[config.mk]
export PLATFORM = sky130hd
export DESIGN_NAME = branch_bit_address_generator
export DESIGN_NICKNAME = d
export VERILOG_FILES = /design/src/pkg/addr_gen_pkg.sv /design/src/core/byte_fetch_unit.sv /design/src/core/branch_bit_address_generator.sv
export SDC_FILE = /design/constraint.sdc
export NUM_CORES = 1
export LEC_CHECK = 0
export ABC_AREA = 1
export BUFFER_PORTS_ARGS = -buffer_cell sky130_fd_sc_hd__buf_4
export CORE_MARGIN = 2
export CORE_UTILIZATION = 57
export CTS_CLUSTER_SIZE = 20
export DETAILED_ROUTE_END_ITERATION = 6
export PLACE_DENSITY = 0.81
export SYNTH_ARGS = -nofsm -noshare
export SYNTH_HDL_FRONTEND = slang
export SYNTH_HIERARCHICAL = 1
export SYNTH_SLANG_ARGS = --single-unit
[constraint.sdc]
create_clock -name sys_clk -period 5.6 [get_ports sys_clk]
set_input_delay 1.12 -clock sys_clk [delete_from_list [all_inputs] [get_ports sys_clk]]
set_output_delay 1.12 -clock sys_clk [all_outputs]
set_load 0.05 [all_outputs]
[src/pkg/addr_gen_pkg.sv]
// Constants and types for the branch and bit address generator
// Notes on behaviour
// - Two-byte indexed address is offset high:low plus index register.
// - Index register is eight bits; long offsets carry the table base.
// - Relative target is program counter plus the displacement byte.
// - Relative target loads the program counter only when the condition holds.
// - Program counter already points past the branch before the add.
// - Displacement is sign-extended to sixteen bits before adding.
// - Relative branch is two bytes; counter advances once per byte fetched.
// - Bit set/clear byte address is the zero-extended byte after the opcode.
// - Bit to set or clear comes from a three-bit opcode field.
// - Bit set/clear is two bytes: opcode then direct address.
// - Write-only direction registers read back as all ones.
// - Test-and-branch reads its byte via zero-page address after the opcode.
// - Test-and-branch displacement is the byte after the direct address.
// - Test-and-branch is three bytes; displacement added after all three.
// - Test-and-branch copies the tested bit into carry.
// - Inherent instructions fetch no operands and form no address.
// - A false branch continues at the already advanced counter.
// - Bit number in bit opcodes ranges zero to seven.
package addr_gen_pkg;

  // ----------------------------------------
  // Modes and widths
  // ----------------------------------------
  typedef enum logic [2:0] {
    MODE_INHERENT = 3'b000,
    MODE_INDEXED16 = 3'b001,
    MODE_RELATIVE = 3'b010,
    MODE_BIT_SET_CLEAR = 3'b011,
    MODE_BIT_TEST_BRANCH = 3'b100
  } mode_e;

  typedef enum logic [2:0] {
    ST_IDLE = 3'b000,
    ST_OPERAND1 = 3'b001,
    ST_OPERAND2 = 3'b010,
    ST_DATA = 3'b011,
    ST_DONE = 3'b100
  } state_e;

  localparam int ADDR_W = 16;
  localparam int DATA_W = 8;
  localparam logic [15:0] PC_RESET = 16'h0000;
  localparam logic [7:0] DIR_READ_VALUE = 8'hff;
  localparam int BITNUM_LSB = 1;
  localparam int BITNUM_MSB = 3;
  localparam int CLEAR_SEL_BIT = 0;

  // Sign extension used by both branch modes
  function automatic logic [15:0] sext8(input logic [7:0] d);
    sext8 = {{8{d[7]}}, d};
  endfunction

endpackage

[src/core/byte_fetch_unit.sv]
// Operand byte fetch with program counter advance
`timescale 1ns/10ps
module byte_fetch_unit (
  input wire logic sys_clk,
  input wire logic rstn,
  input wire logic fetch_req,
  input wire logic load_pc,
  input wire logic [15:0] load_value,
  input wire logic [7:0] mem_rdata,
  input wire logic mem_ready,
  output logic [15:0] pc,
  output logic [7:0] byte_data,
  output logic byte_valid
);

  typedef struct packed {
    logic [15:0] pc;
    logic [7:0] data;
    logic valid;
  } fetch_s;

  fetch_s st_reg;
  fetch_s st_next;

  // ----------------------------------------
  // One fetched byte, one counter step
  // ----------------------------------------
  always_comb begin
    st_next = st_reg;
    st_next.valid = 1'b0;
    if (load_pc) begin
      st_next.pc = load_value;
    end else if (fetch_req && mem_ready) begin
      st_next.data = mem_rdata;
      st_next.valid = 1'b1;
      st_next.pc = st_reg.pc + 16'h0001;
    end
  end

  always_ff @(posedge sys_clk or negedge rstn) begin
    if (!rstn) begin
      st_reg <= '{pc: addr_gen_pkg::PC_RESET, data: 8'h00, valid: 1'b0};
    end else begin
      st_reg <= st_next;
    end
  end

  assign pc = st_reg.pc;
  assign byte_data = st_reg.data;
  assign byte_valid = st_reg.valid;

endmodule

[src/core/branch_bit_address_generator.sv]
// Effective address and branch target generation for the controller core
`timescale 1ns/10ps
module branch_bit_address_generator (
  input wire logic sys_clk,
  input wire logic rstn,
  input wire logic start,
  input wire logic [7:0] opcode,
  input wire logic [2:0] mode,
  input wire logic [7:0] index_value,
  input wire logic branch_cond,
  input wire logic carry_in,
  input wire logic dir_write_only,
  input wire logic [7:0] mem_rdata,
  input wire logic mem_ready,
  output logic [15:0] mem_addr,
  output logic mem_rd,
  output logic [15:0] pc,
  output logic [15:0] effective_address,
  output logic ea_valid,
  output logic [15:0] branch_target,
  output logic branch_taken,
  output logic [2:0] bit_select,
  output logic clear_bit_op,
  output logic set_bit_op,
  output logic carry_out,
  output logic done
);

  typedef struct packed {
    addr_gen_pkg::state_e state;
    addr_gen_pkg::mode_e mode;
    logic [7:0] opcode;
    logic [7:0] index;
    logic cond;
    logic [7:0] op1;
    logic [15:0] ea;
    logic ea_valid;
    logic [15:0] target;
    logic taken;
    logic carry;
    logic done;
  } gen_s;

  gen_s st_reg;
  gen_s st_next;

  logic fetch_req;
  logic load_pc;
  logic [15:0] load_value;
  logic [7:0] fbyte;
  logic fvalid;
  logic data_rd;
  logic [7:0] data_byte;
  logic tested_bit;

  // ----------------------------------------
  // Operand fetch; the counter moves once per byte
  // ----------------------------------------
  byte_fetch_unit i_byte_fetch_unit (
    .sys_clk(sys_clk),
    .rstn(rstn),
    .fetch_req(fetch_req),
    .load_pc(load_pc),
    .load_value(load_value),
    .mem_rdata(mem_rdata),
    .mem_ready(mem_ready),
    .pc(pc),
    .byte_data(fbyte),
    .byte_valid(fvalid)
  );

  function automatic logic [2:0] bit_field(input logic [7:0] op);
    bit_field = op[addr_gen_pkg::BITNUM_MSB:addr_gen_pkg::BITNUM_LSB];
  endfunction

  // Write-only direction registers answer all ones, so a test sees ones
  assign data_byte = dir_write_only ? addr_gen_pkg::DIR_READ_VALUE : mem_rdata;
  assign tested_bit = data_byte[bit_field(st_reg.opcode)];

  // ----------------------------------------
  // Sequencer
  // ----------------------------------------
  always_comb begin
    st_next = st_reg;
    st_next.done = 1'b0;
    st_next.ea_valid = 1'b0;
    st_next.taken = 1'b0;
    fetch_req = 1'b0;
    data_rd = 1'b0;
    load_pc = 1'b0;
    load_value = st_reg.target;
    unique case (st_reg.state)
      addr_gen_pkg::ST_IDLE: begin
        if (start) begin
          st_next.opcode = opcode;
          st_next.mode = addr_gen_pkg::mode_e'(mode);
          st_next.index = index_value;
          st_next.cond = branch_cond;
          // Inherent: opcode already counted by the fetch stage, no operands
          if (addr_gen_pkg::mode_e'(mode) == addr_gen_pkg::MODE_INHERENT) begin
            st_next.state = addr_gen_pkg::ST_DONE;
          end else begin
            st_next.state = addr_gen_pkg::ST_OPERAND1;
          end
        end
      end
      addr_gen_pkg::ST_OPERAND1: begin
        fetch_req = 1'b1;
        if (fvalid) begin
          fetch_req = 1'b0;
          st_next.op1 = fbyte;
          unique case (st_reg.mode)
            addr_gen_pkg::MODE_RELATIVE: begin
              // Counter already past both bytes here
              st_next.target = pc + addr_gen_pkg::sext8(fbyte);
              st_next.state = addr_gen_pkg::ST_DONE;
            end
            addr_gen_pkg::MODE_BIT_SET_CLEAR: begin
              st_next.ea = {8'h00, fbyte};
              st_next.ea_valid = 1'b1;
              st_next.state = addr_gen_pkg::ST_DONE;
            end
            addr_gen_pkg::MODE_BIT_TEST_BRANCH: begin
              st_next.ea = {8'h00, fbyte};
              st_next.ea_valid = 1'b1;
              st_next.state = addr_gen_pkg::ST_DATA;
            end
            default: begin
              st_next.state = addr_gen_pkg::ST_OPERAND2;
            end
          endcase
        end
      end
      addr_gen_pkg::ST_DATA: begin
        data_rd = 1'b1;
        if (mem_ready) begin
          st_next.carry = tested_bit;
          st_next.cond = st_reg.opcode[addr_gen_pkg::CLEAR_SEL_BIT] ? ~tested_bit : tested_bit;
          st_next.state = addr_gen_pkg::ST_OPERAND2;
        end
      end
      addr_gen_pkg::ST_OPERAND2: begin
        fetch_req = 1'b1;
        if (fvalid) begin
          fetch_req = 1'b0;
          if (st_reg.mode == addr_gen_pkg::MODE_INDEXED16) begin
            st_next.ea = {st_reg.op1, fbyte} + {8'h00, st_reg.index};
            st_next.ea_valid = 1'b1;
          end else begin
            st_next.target = pc + addr_gen_pkg::sext8(fbyte);
          end
          st_next.state = addr_gen_pkg::ST_DONE;
        end
      end
      addr_gen_pkg::ST_DONE: begin
        st_next.done = 1'b1;
        if (st_reg.mode == addr_gen_pkg::MODE_RELATIVE || st_reg.mode == addr_gen_pkg::MODE_BIT_TEST_BRANCH) begin
          // False branch leaves the advanced counter alone
          load_pc = st_reg.cond;
          st_next.taken = st_reg.cond;
        end
        st_next.state = addr_gen_pkg::ST_IDLE;
      end
      default: begin
        st_next.state = addr_gen_pkg::ST_IDLE;
      end
    endcase
  end

  always_ff @(posedge sys_clk or negedge rstn) begin
    if (!rstn) begin
      st_reg <= '{state: addr_gen_pkg::ST_IDLE, mode: addr_gen_pkg::MODE_INHERENT, opcode: 8'h00,
                  index: 8'h00, cond: 1'b0, op1: 8'h00, ea: 16'h0000, ea_valid: 1'b0,
                  target: 16'h0000, taken: 1'b0, carry: 1'b0, done: 1'b0};
    end else begin
      st_reg <= st_next;
    end
  end

  // ----------------------------------------
  // Outputs
  // ----------------------------------------
  assign mem_rd = fetch_req | data_rd;
  assign mem_addr = data_rd ? st_reg.ea : pc;
  assign effective_address = st_reg.ea;
  assign ea_valid = st_reg.ea_valid;
  assign branch_target = st_reg.target;
  assign branch_taken = st_reg.taken;
  assign bit_select = bit_field(st_reg.opcode);
  assign clear_bit_op = (st_reg.mode == addr_gen_pkg::MODE_BIT_SET_CLEAR) &
                        st_reg.opcode[addr_gen_pkg::CLEAR_SEL_BIT];
  assign set_bit_op = (st_reg.mode == addr_gen_pkg::MODE_BIT_SET_CLEAR) &
                      ~st_reg.opcode[addr_gen_pkg::CLEAR_SEL_BIT];
  assign carry_out = st_reg.mode == addr_gen_pkg::MODE_BIT_TEST_BRANCH ? st_reg.carry : carry_in;
  assign done = st_reg.done;

endmodule

==> impl_metrics.toml, run 1 <==
[outcome]
status = "finished, final reports clean"

[routing]
via_per_inst = 5.38
drt_first_pass_iters = 5
wl_per_cell_um = 14.7
vias = 5744
drcViolationCount = 0
drt_iter0_markers = 337
ant_nets = 0
routed_wl_um = 15700

[critical_path]
cp_slowest_cell = "nand3_1"
cp.arrival_ns = 2.60
crit_path_end_kind = "output port"
worst-path-buf-inv = 3
max_stage_delay_ns = 0.69
startpoint_type = "flop"
cp_top_family = "buffers and inverters"
criticalPathCategory = "reg2out"
crit_fanout = 23
cp_cell_sequence = "inv_2 -> nand3_1 -> inv_2 -> nand2_1 -> nand2_1 -> buf_4"
worstPathRequired_ns = 4.48

[logic_synthesis]
synth_top_area_cell = "dfrtp_1"
yosysUniqueCellTypes = 40
ys_ff_latch = 88
synth_area_mm2 = 0.00613
synth_area_leaders = "dfrtp_1 (36%), nand2_1 (18%), nand3_1 (6.3%)"
syn_inst = 860
synthesis.yosys.warnings = 6
ys_seq_area_share_pct = 35.9
syn_nets = 920
syn_avg_cell_area_um2 = 7.13
netlist.area_leader.share_pct = 35.9

[clocking]
cts_buffers = 9
cts-htree-levels = 3
clock-sinks = 88
cts_buffer_depth = 2
post-cts-setup-buffer-count = 0
cts_root_buf = "clkbuf_8"
post_cts_resized = 0
cts.clk_slew.worst_paths_ns = 0.10
clock_latency_ns = 0.36
cts_tree = "yes"
postCtsHoldBufs = 0

[sta]
hold_slack_ns = 0.503
period_minus_slack_ns = 3.72
setup_viol = 0
maxSlewViolCount = 0
max_slew_margin_pct = 35.8
tightest_slew_ns = 0.961
clock.fmax_mhz = 269
period_share_pct = 66.4
finalSetupTns_ns = 0
rsz0062_at_grt = "false"
hold_violations = 0
fin_worst_skew_ns = 0.0128

[finish]
final_common_cell = "nand2_1"
layout.nets = 986
fillers = 923
diodes = 0
stdcell_count = 1067
mostFrequentLayoutCells = "nand2_1 (300), buf_4 (105), inv_1 (91)"
area_growth_syn_to_layout_pct = 13.1
layout-drive-gt1-share_pct = 19.5
utilization_pct = 66.8
largest_reg_flops = 25

[floorplan]
initial_core_util_pct = 59.1
rows = 37
fp.dieH_um = 108
die_x_um = 108
ioPinCount = 108
dieArea_mm2 = 0.0116
coreArea_mm2 = 0.0104

[global_route]
antenna_found_initial = 0
grt_max_degree = 63
grt_pass1_wl_um = 25300
grt_usage_pct = 28.0
grt_pass1_vias = 5143
grt_overflow = 0

[power]
vdd_drop_max_mv = 0.367
power_per_cell_area_mw_per_mm2 = 616
p_leak_nw = 3.78

[place]
gp_congestion = 0.953
placed_cells = 1051
io_buffers = 103
dp_hpwl_um = 11700

[job]
drv_cap = 0

[hold_path]
hold_path_class = "reg2reg"
==> final cells by class <==
class | count | area [um2] | share of cell area, %
tap | 136 | 170 | 2.45
clock inverter | 7 | 77.6 | 1.12
multi-input combinational | 619 | 3180 | 45.9
timing repair buffer | 105 | 788 | 11.4
clock buffer | 9 | 124 | 1.79
sequential | 88 | 2200 | 31.8
inverter | 103 | 387 | 5.58
==> where the power goes <==
group | internal (mW) | switching [mW] | total, mW
combinational | 0.820 | 1.76 | 2.58
clock | 0.211 | 0.249 | 0.460
sequential | 0.884 | 0.346 | 1.23
==> cells in the mapped netlist (all sizes together) <==
library cell,number
a21boi,1
a21o,1
a21oi,36
a22oi,2
a32oi,2
and2,3
buf,47
clkbuf,3
dfrtp,88
fa,2
ha,24
inv,103
mux2,8
nand2,309
nand3,82
nand3b,4
nand4,11
nor2,61
nor3,7
o211ai,5
o21a,1
o21ai,42
o221ai,2
o22ai,2
or2,3
xnor2,5
xor2,6
==> worst reg2reg max path: cells and delay by family, from the launching register on <==
family	cells	cell delay (ns)
and+or+nand+nor	6	1.16
buffers and inverters	3	0.82
DFF	1	0.42
==> stage by stage <==
stage	total power, mW	instance area [um2]	setup slack, ns
after floorplan	3.21	6130	2.52
after CTS	4.26	6930	1.86
after detailed placement	3.79	6730	2.28
final	4.27	6930	1.88
after global placement	3.76	6730	2.34
after global routing	4.57	6930	1.68
==> path summary, 6_finish.rpt <==
kind                       startpoint                       to  cells after the start  slack, ns
max reg2reg                st_reg[66]               st_reg[44]                      9       3.15
min                        st_reg[44]               st_reg[44]                      2       0.50
max in group asynchronous        rstn  i_byte_fetch_unit/pc[8]                      2       3.86
min in group asynchronous        rstn               st_reg[62]                      1       0.65
max                        st_reg[66]              mem_addr[6]                      6       1.88
min reg2reg                st_reg[44]               st_reg[44]                      2       0.50
==> per-layer routing <==
layer | global-route usage [%] | part of all wire, %
met3 | 4.96 | 8.4
met4 | 9.62 | 2.2
met2 | 43.6 | 45
met1 | 39.5 | 44
met5 | 0 | 0
==> kinds of logic after synthesis <==
| kind of cell | after synthesis | share of synthesized area (%) |
|---|---|---|
| adder cells (fa/ha/maj) | 26 | 5.55 |
| buffers and inverters | 153 | 12.1 |
| AND/OR/NAND/NOR | 480 | 34.5 |
| flip-flops | 88 | 35.9 |
| multiplexers | 8 | 1.47 |
| AO/OA/AOI/OAI | 94 | 8.80 |
| XOR/XNOR | 11 | 1.57 |
Note: power is estimated with default switching activity, not from simulation.
==> inputs of run 2 (changes only) <==
- clock period: 5.6 -> 3.6 ns (I/O delays scaled with it)
==> run 2 against run 1 <==
First-iteration DRC count rose by 2.1%. Combinational power rose by 56%. Setup slack got worse by 0.86 ns. Flip-flop and latch count did not move. Sequential share of layout area fell by 0.21 points. Clock skew fell by 0.0044 ns. Non-clock buffer count rose by 2.
==> impl_metrics.toml, run 2 (same netlist as run 1, synthesis figures left out) <==
[sta]
finalSetupTns_ns = 0
period_share_pct = 71.8
rsz0062_at_grt = "false"
maxSlewViolCount = 0
max_slew_margin_pct = 40.3
worst_slack_ns = 1.02
tightest_slew_ns = 0.894
setup_viol = 0
hold_slack_ns = 0.455
hold_violations = 0
fin_worst_skew_ns = 0.00838
period_minus_slack_ns = 2.58
clock.fmax_mhz = 387

[clocking]
cts_root_buf = "clkbuf_8"
post-cts-setup-buffer-count = 0
cts-htree-levels = 3
clock-sinks = 88
cts_buffers = 9
cts_tree = "yes"
clock_latency_ns = 0.38
post_cts_resized = 0
cts_buffer_depth = 2
cts.clk_slew.worst_paths_ns = 0.08
postCtsHoldBufs = 0

[critical_path]
crit_path_end_kind = "output port"
startpoint = "st_reg[66]"
r2r_cells = 9
cp_slowest_cell = "dfrtp_1"
criticalPathCategory = "reg2out"
endpoint = "mem_addr[9]"
worst-path-stages = 7
max_stage_delay_ns = 0.41
cp.arrival_ns = 1.86
r2r-end = "i_byte_fetch_unit/pc[6]"
cp_top_family = "buffers and inverters"
r2r_slack_ns = 1.24
cp_cell_sequence = "inv_2 -> nand3_1 -> buf_4 -> inv_2 -> nand2_1 -> nand2_1 -> buf_4"
r2r_start = "st_reg[64]"
worst-path-buf-inv = 4
crit_fanout = 23
worstPathRequired_ns = 2.88
startpoint_type = "flop"

[routing]
drcViolationCount = 0
routed_wl_um = 16000
drt_first_pass_iters = 5
wl_per_cell_um = 15.0
drt_iter0_markers = 344
vias = 5814
ant_nets = 0
via_per_inst = 5.44

[floorplan]
fp.dieH_um = 108
ioPinCount = 108
initial_core_util_pct = 59.1
die_x_um = 108
rows = 37
coreArea_mm2 = 0.0104
dieArea_mm2 = 0.0116

[place]
dpl_cell_area_mm2 = 0.00675
io_buffers = 103
place_ws_ns = 1.32
gp_congestion = 0.945
dp_hpwl_um = 11800

[job]
drv_cap = 0

[global_route]
grt_max_degree = 68
antenna_found_initial = 0
grt_usage_pct = 28.8
grt_pass1_wl_um = 25800
grt_pass1_vias = 5298
grt_overflow = 0

[outcome]
status = "finished, final reports clean"

[power]
power_mw = 6.75
p_leak_nw = 3.80
power_per_cell_area_mw_per_mm2 = 967
vdd_drop_max_mv = 0.505

[hold_path]
hold_path_class = "in2async"

[finish]
layout-drive-gt1-share_pct = 19.6
mostFrequentLayoutCells = "nand2_1 (300), buf_4 (107), inv_1 (91)"
largest_reg_flops = 25
fin_area_mm2 = 0.00698
area_growth_syn_to_layout_pct = 13.8
diodes = 0
final_common_cell = "nand2_1"
layout.nets = 988
-- run 2: layout make-up --
cell class | instances | area [um2]
flip-flops and latches | 88 | 2200
fillers | 920 | 3390
well taps | 136 | 170
repair buffers | 107 | 803
multi-input cells | 619 | 3180
clock inverters | 4 | 76.3
inverters | 103 | 387
clock buffers | 12 | 155
-- run 2: worst min-delay path by stage --
stage	start	end	slack [ns]
after global routing	rstn	st_reg[47]	0.52
after CTS	rstn	bit_select[0]	0.49
after floorplan	rstn	bit_select[0]	0.42
after global placement	st_reg[44]	st_reg[44]	0.49
after detailed placement	effective_address[11]	effective_address[11]	0.50
final	rstn	st_reg[62]	0.45
-- run 2: where the power goes --
part | internal, mW | switching [mW]
sequential | 1.38 | 0.539
clock | 0.430 | 0.368
combinational | 1.28 | 2.75
-- run 2: metal layers --
layer  wire [um]  vias to the layer above  GRT usage (%)
met3        1450                       32           5.99
met2        7200                      244           46.1
met4         380                        0           9.62
met5           0                        -              0
met1        6980                     2672           39.0
li1            -                     2866              -
-- run 2: metrics by stage --
step	cells	util, %
4_1_cts	1069	67.3
3_3_place_gp	1053	65.0
6_report	1069	67.3
5_1_grt	1069	67.3
2_1_floorplan	860	-
3_5_place_dp	1053	65.0
==> inputs of run 3 (changes only) <==
- CORE_UTILIZATION: 57 -> 52
- PLACE_DENSITY: 0.81 -> 0.78
- clock period: 3.6 -> 2.07 ns (I/O delays scaled with it)
==> run 3 against run 2 <==
Critical path depth fell by 2. Die area rose by 9.2%. Final area rose by 4.1%. Flip-flop and latch count did not move. Sequential share of layout area fell by 1.2 points. Clock power rose by 93%. Non-clock buffer count rose by 23. Highest routed layer unchanged.
==> impl_metrics.toml, run 3 (same netlist as run 1, synthesis figures left out) <==
[place]
gp_congestion = 0.952
io_buffers = 103
placed_cells = 1080
dp_hpwl_um = 12100

[sta]
maxSlewViolCount = 0
fin_worst_skew_ns = 0.00957
hold_violations = 0
tightest_slew_ns = 0.469
period_share_pct = 95.3
clock.fmax_mhz = 507
period_minus_slack_ns = 1.97
hold_slack_ns = 0.268
setup_viol = 0
max_slew_margin_pct = 68.7

[power]
seq_power_share_pct = 26.1
p_int_mw = 5.71
clkPwrFrac_pct = 12.7
vdd_drop_max_mv = 1.48
power_switching_mw = 6.45
switching_share_pct = 53.1
p_leak_nw = 3.95
power_per_cell_area_mw_per_mm2 = 1670
power_mw = 12.2
combPwrFrac_pct = 61.3

[critical_path]
criticalPathCategory = "reg2out"
crit_path_end_kind = "output port"
crit_fanout = 22
cp.arrival_ns = 1.56
r2r_start = "i_byte_fetch_unit/byte_data[7]"
r2r-end = "branch_target[15]"
worstPathRequired_ns = 1.66
startpoint_type = "flop"
r2r_cells = 9
r2r_slack_ns = 0.13

[routing]
drt_first_pass_iters = 5
ant_nets = 0
drt_iter0_markers = 395
routed_wl_um = 15800
wl_per_cell_um = 14.4
drcViolationCount = 0
via_per_inst = 5.26
vias = 5784

[finish]
diodes = 0
stdcell_count = 1099
layout.nets = 1011
fillers = 1032
final_common_cell = "nand2_1"
mostFrequentLayoutCells = "nand2_1 (300), buf_4 (126), inv_1 (91)"
layout-drive-gt1-share_pct = 22.3
regArea_mm2 = 0.00221
largest_reg_flops = 25
multi_input_area_mm2 = 0.00320
area_growth_syn_to_layout_pct = 18.5

[outcome]
status = "finished, final reports clean"

[global_route]
grt_pass1_vias = 5335
grt_usage_pct = 25.6
grt_pass1_wl_um = 26000
antenna_found_initial = 0
grt_overflow = 0
grt_max_degree = 41

[floorplan]
fp.dieH_um = 113
rows = 39
ioPinCount = 108
dieArea_mm2 = 0.0127
coreArea_mm2 = 0.0115
initial_core_util_pct = 53.5
die_x_um = 113

[clocking]
cts_buffer_depth = 2
clock-sinks = 88
clock_latency_ns = 0.35
cts_buffers = 9
cts-htree-levels = 3
cts_root_buf = "clkbuf_16"
cts.clk_slew.worst_paths_ns = 0.07
cts_tree = "yes"

[hold_path]
hold_end = "i_byte_fetch_unit/byte_data[3]"
min_from = "mem_rdata[3]"
hold_depth = 3
hold_path_class = "in2reg"

[job]
drv_cap = 0
## run 3: cell types whose count changed in the layout (fill, tap and decap cells not counted), moves of 4 or more
cell / previous run / this run
clkbuf_16: 0 / 9
buf_4: 107 / 126
clkbuf_8: 11 / 1
dfrtp_1: 88 / 83
dfrtp_2: 0 / 5
o21ai_1: 5 / 9
o21ai_0: 37 / 33
## run 3: cell type report
cell class,instances,share of cell area (%)
Clock buffer,12,3.39
Multi-Input combinational cell,619,44.1
Inverter,103,5.36
Tap cell,143,2.46
Timing Repair Buffer,130,13.9
Clock inverter,4,0.413
Sequential cell,88,30.4
## run 3: repair_timing
| item | 4_1_cts | 5_1_grt |
|---|---|---|
| buffers inserted | 0 | 2 |
| hold buffers | 1 | 0 |
| hold endpoints to repair | 24 | 0 |
| setup endpoints to repair | 0 | 28 |
| gates resized for setup | 0 | 13 |
## run 3: worst max-delay path, stage by stage (launching register included)
cell and delay, ns:
dfrtp_1 0.39, inv_2 0.10, nand3_2 0.12, buf_8 0.19
o21ai_0 0.16, buf_4 0.23
## run 3: power by group through the flow
stage               Sequential, mW  Clock [mW]  Combinational [mW]
finish                        3.17        1.54                7.45
floorplan                     3.44           0                5.24
CTS                           3.14        1.56                7.39
detailed placement            3.17           0                7.34
global route                  3.25        1.63                8.13
global placement              3.15           0                7.27
## run 3: metrics by stage
| stage | worst slack [ns] | area [um2] | TNS (ns) | utilization [%] |
|---|---|---|---|---|
| 4_1_cts | 0.00165 | 7220 | 0 | 62.9 |
| 2_1_floorplan | -0.301 | 6130 | -0.904 | - |
| 6_report | 0.0981 | 7260 | 0 | 63.3 |
| 5_1_grt | -0.0150 | 7260 | -0.0186 | 63.3 |
| 3_5_place_dp | 0.0678 | 6930 | 0 | 60.4 |
| 3_3_place_gp | 0.106 | 6930 | 0 | 60.4 |
## run 3: worst max-delay path by stage
| stage | start | endpoint | cells after the start |
|---|---|---|---|
| 2_1_floorplan | st_reg[66] | mem_addr[0] | 4 |
| 3_3_place_gp | i_byte_fetch_unit/byte_data[0] | branch_target[14] | 13 |
| 3_5_place_dp | i_byte_fetch_unit/byte_data[0] | branch_target[14] | 13 |
| 4_1_cts | st_reg[64] | mem_addr[0] | 4 |
| 5_1_grt | st_reg[66] | mem_addr[2] | 5 |
| 6_report | st_reg[66] | mem_addr[2] | 5 |
## run 3: layer usage
layer / wire length, um / GRT usage [%]
met3: 1240 / 6.75
met2: 6990 / 38.6
met5: 0 / 0
met1: 7210 / 36.1
met4: 390 / 8.13
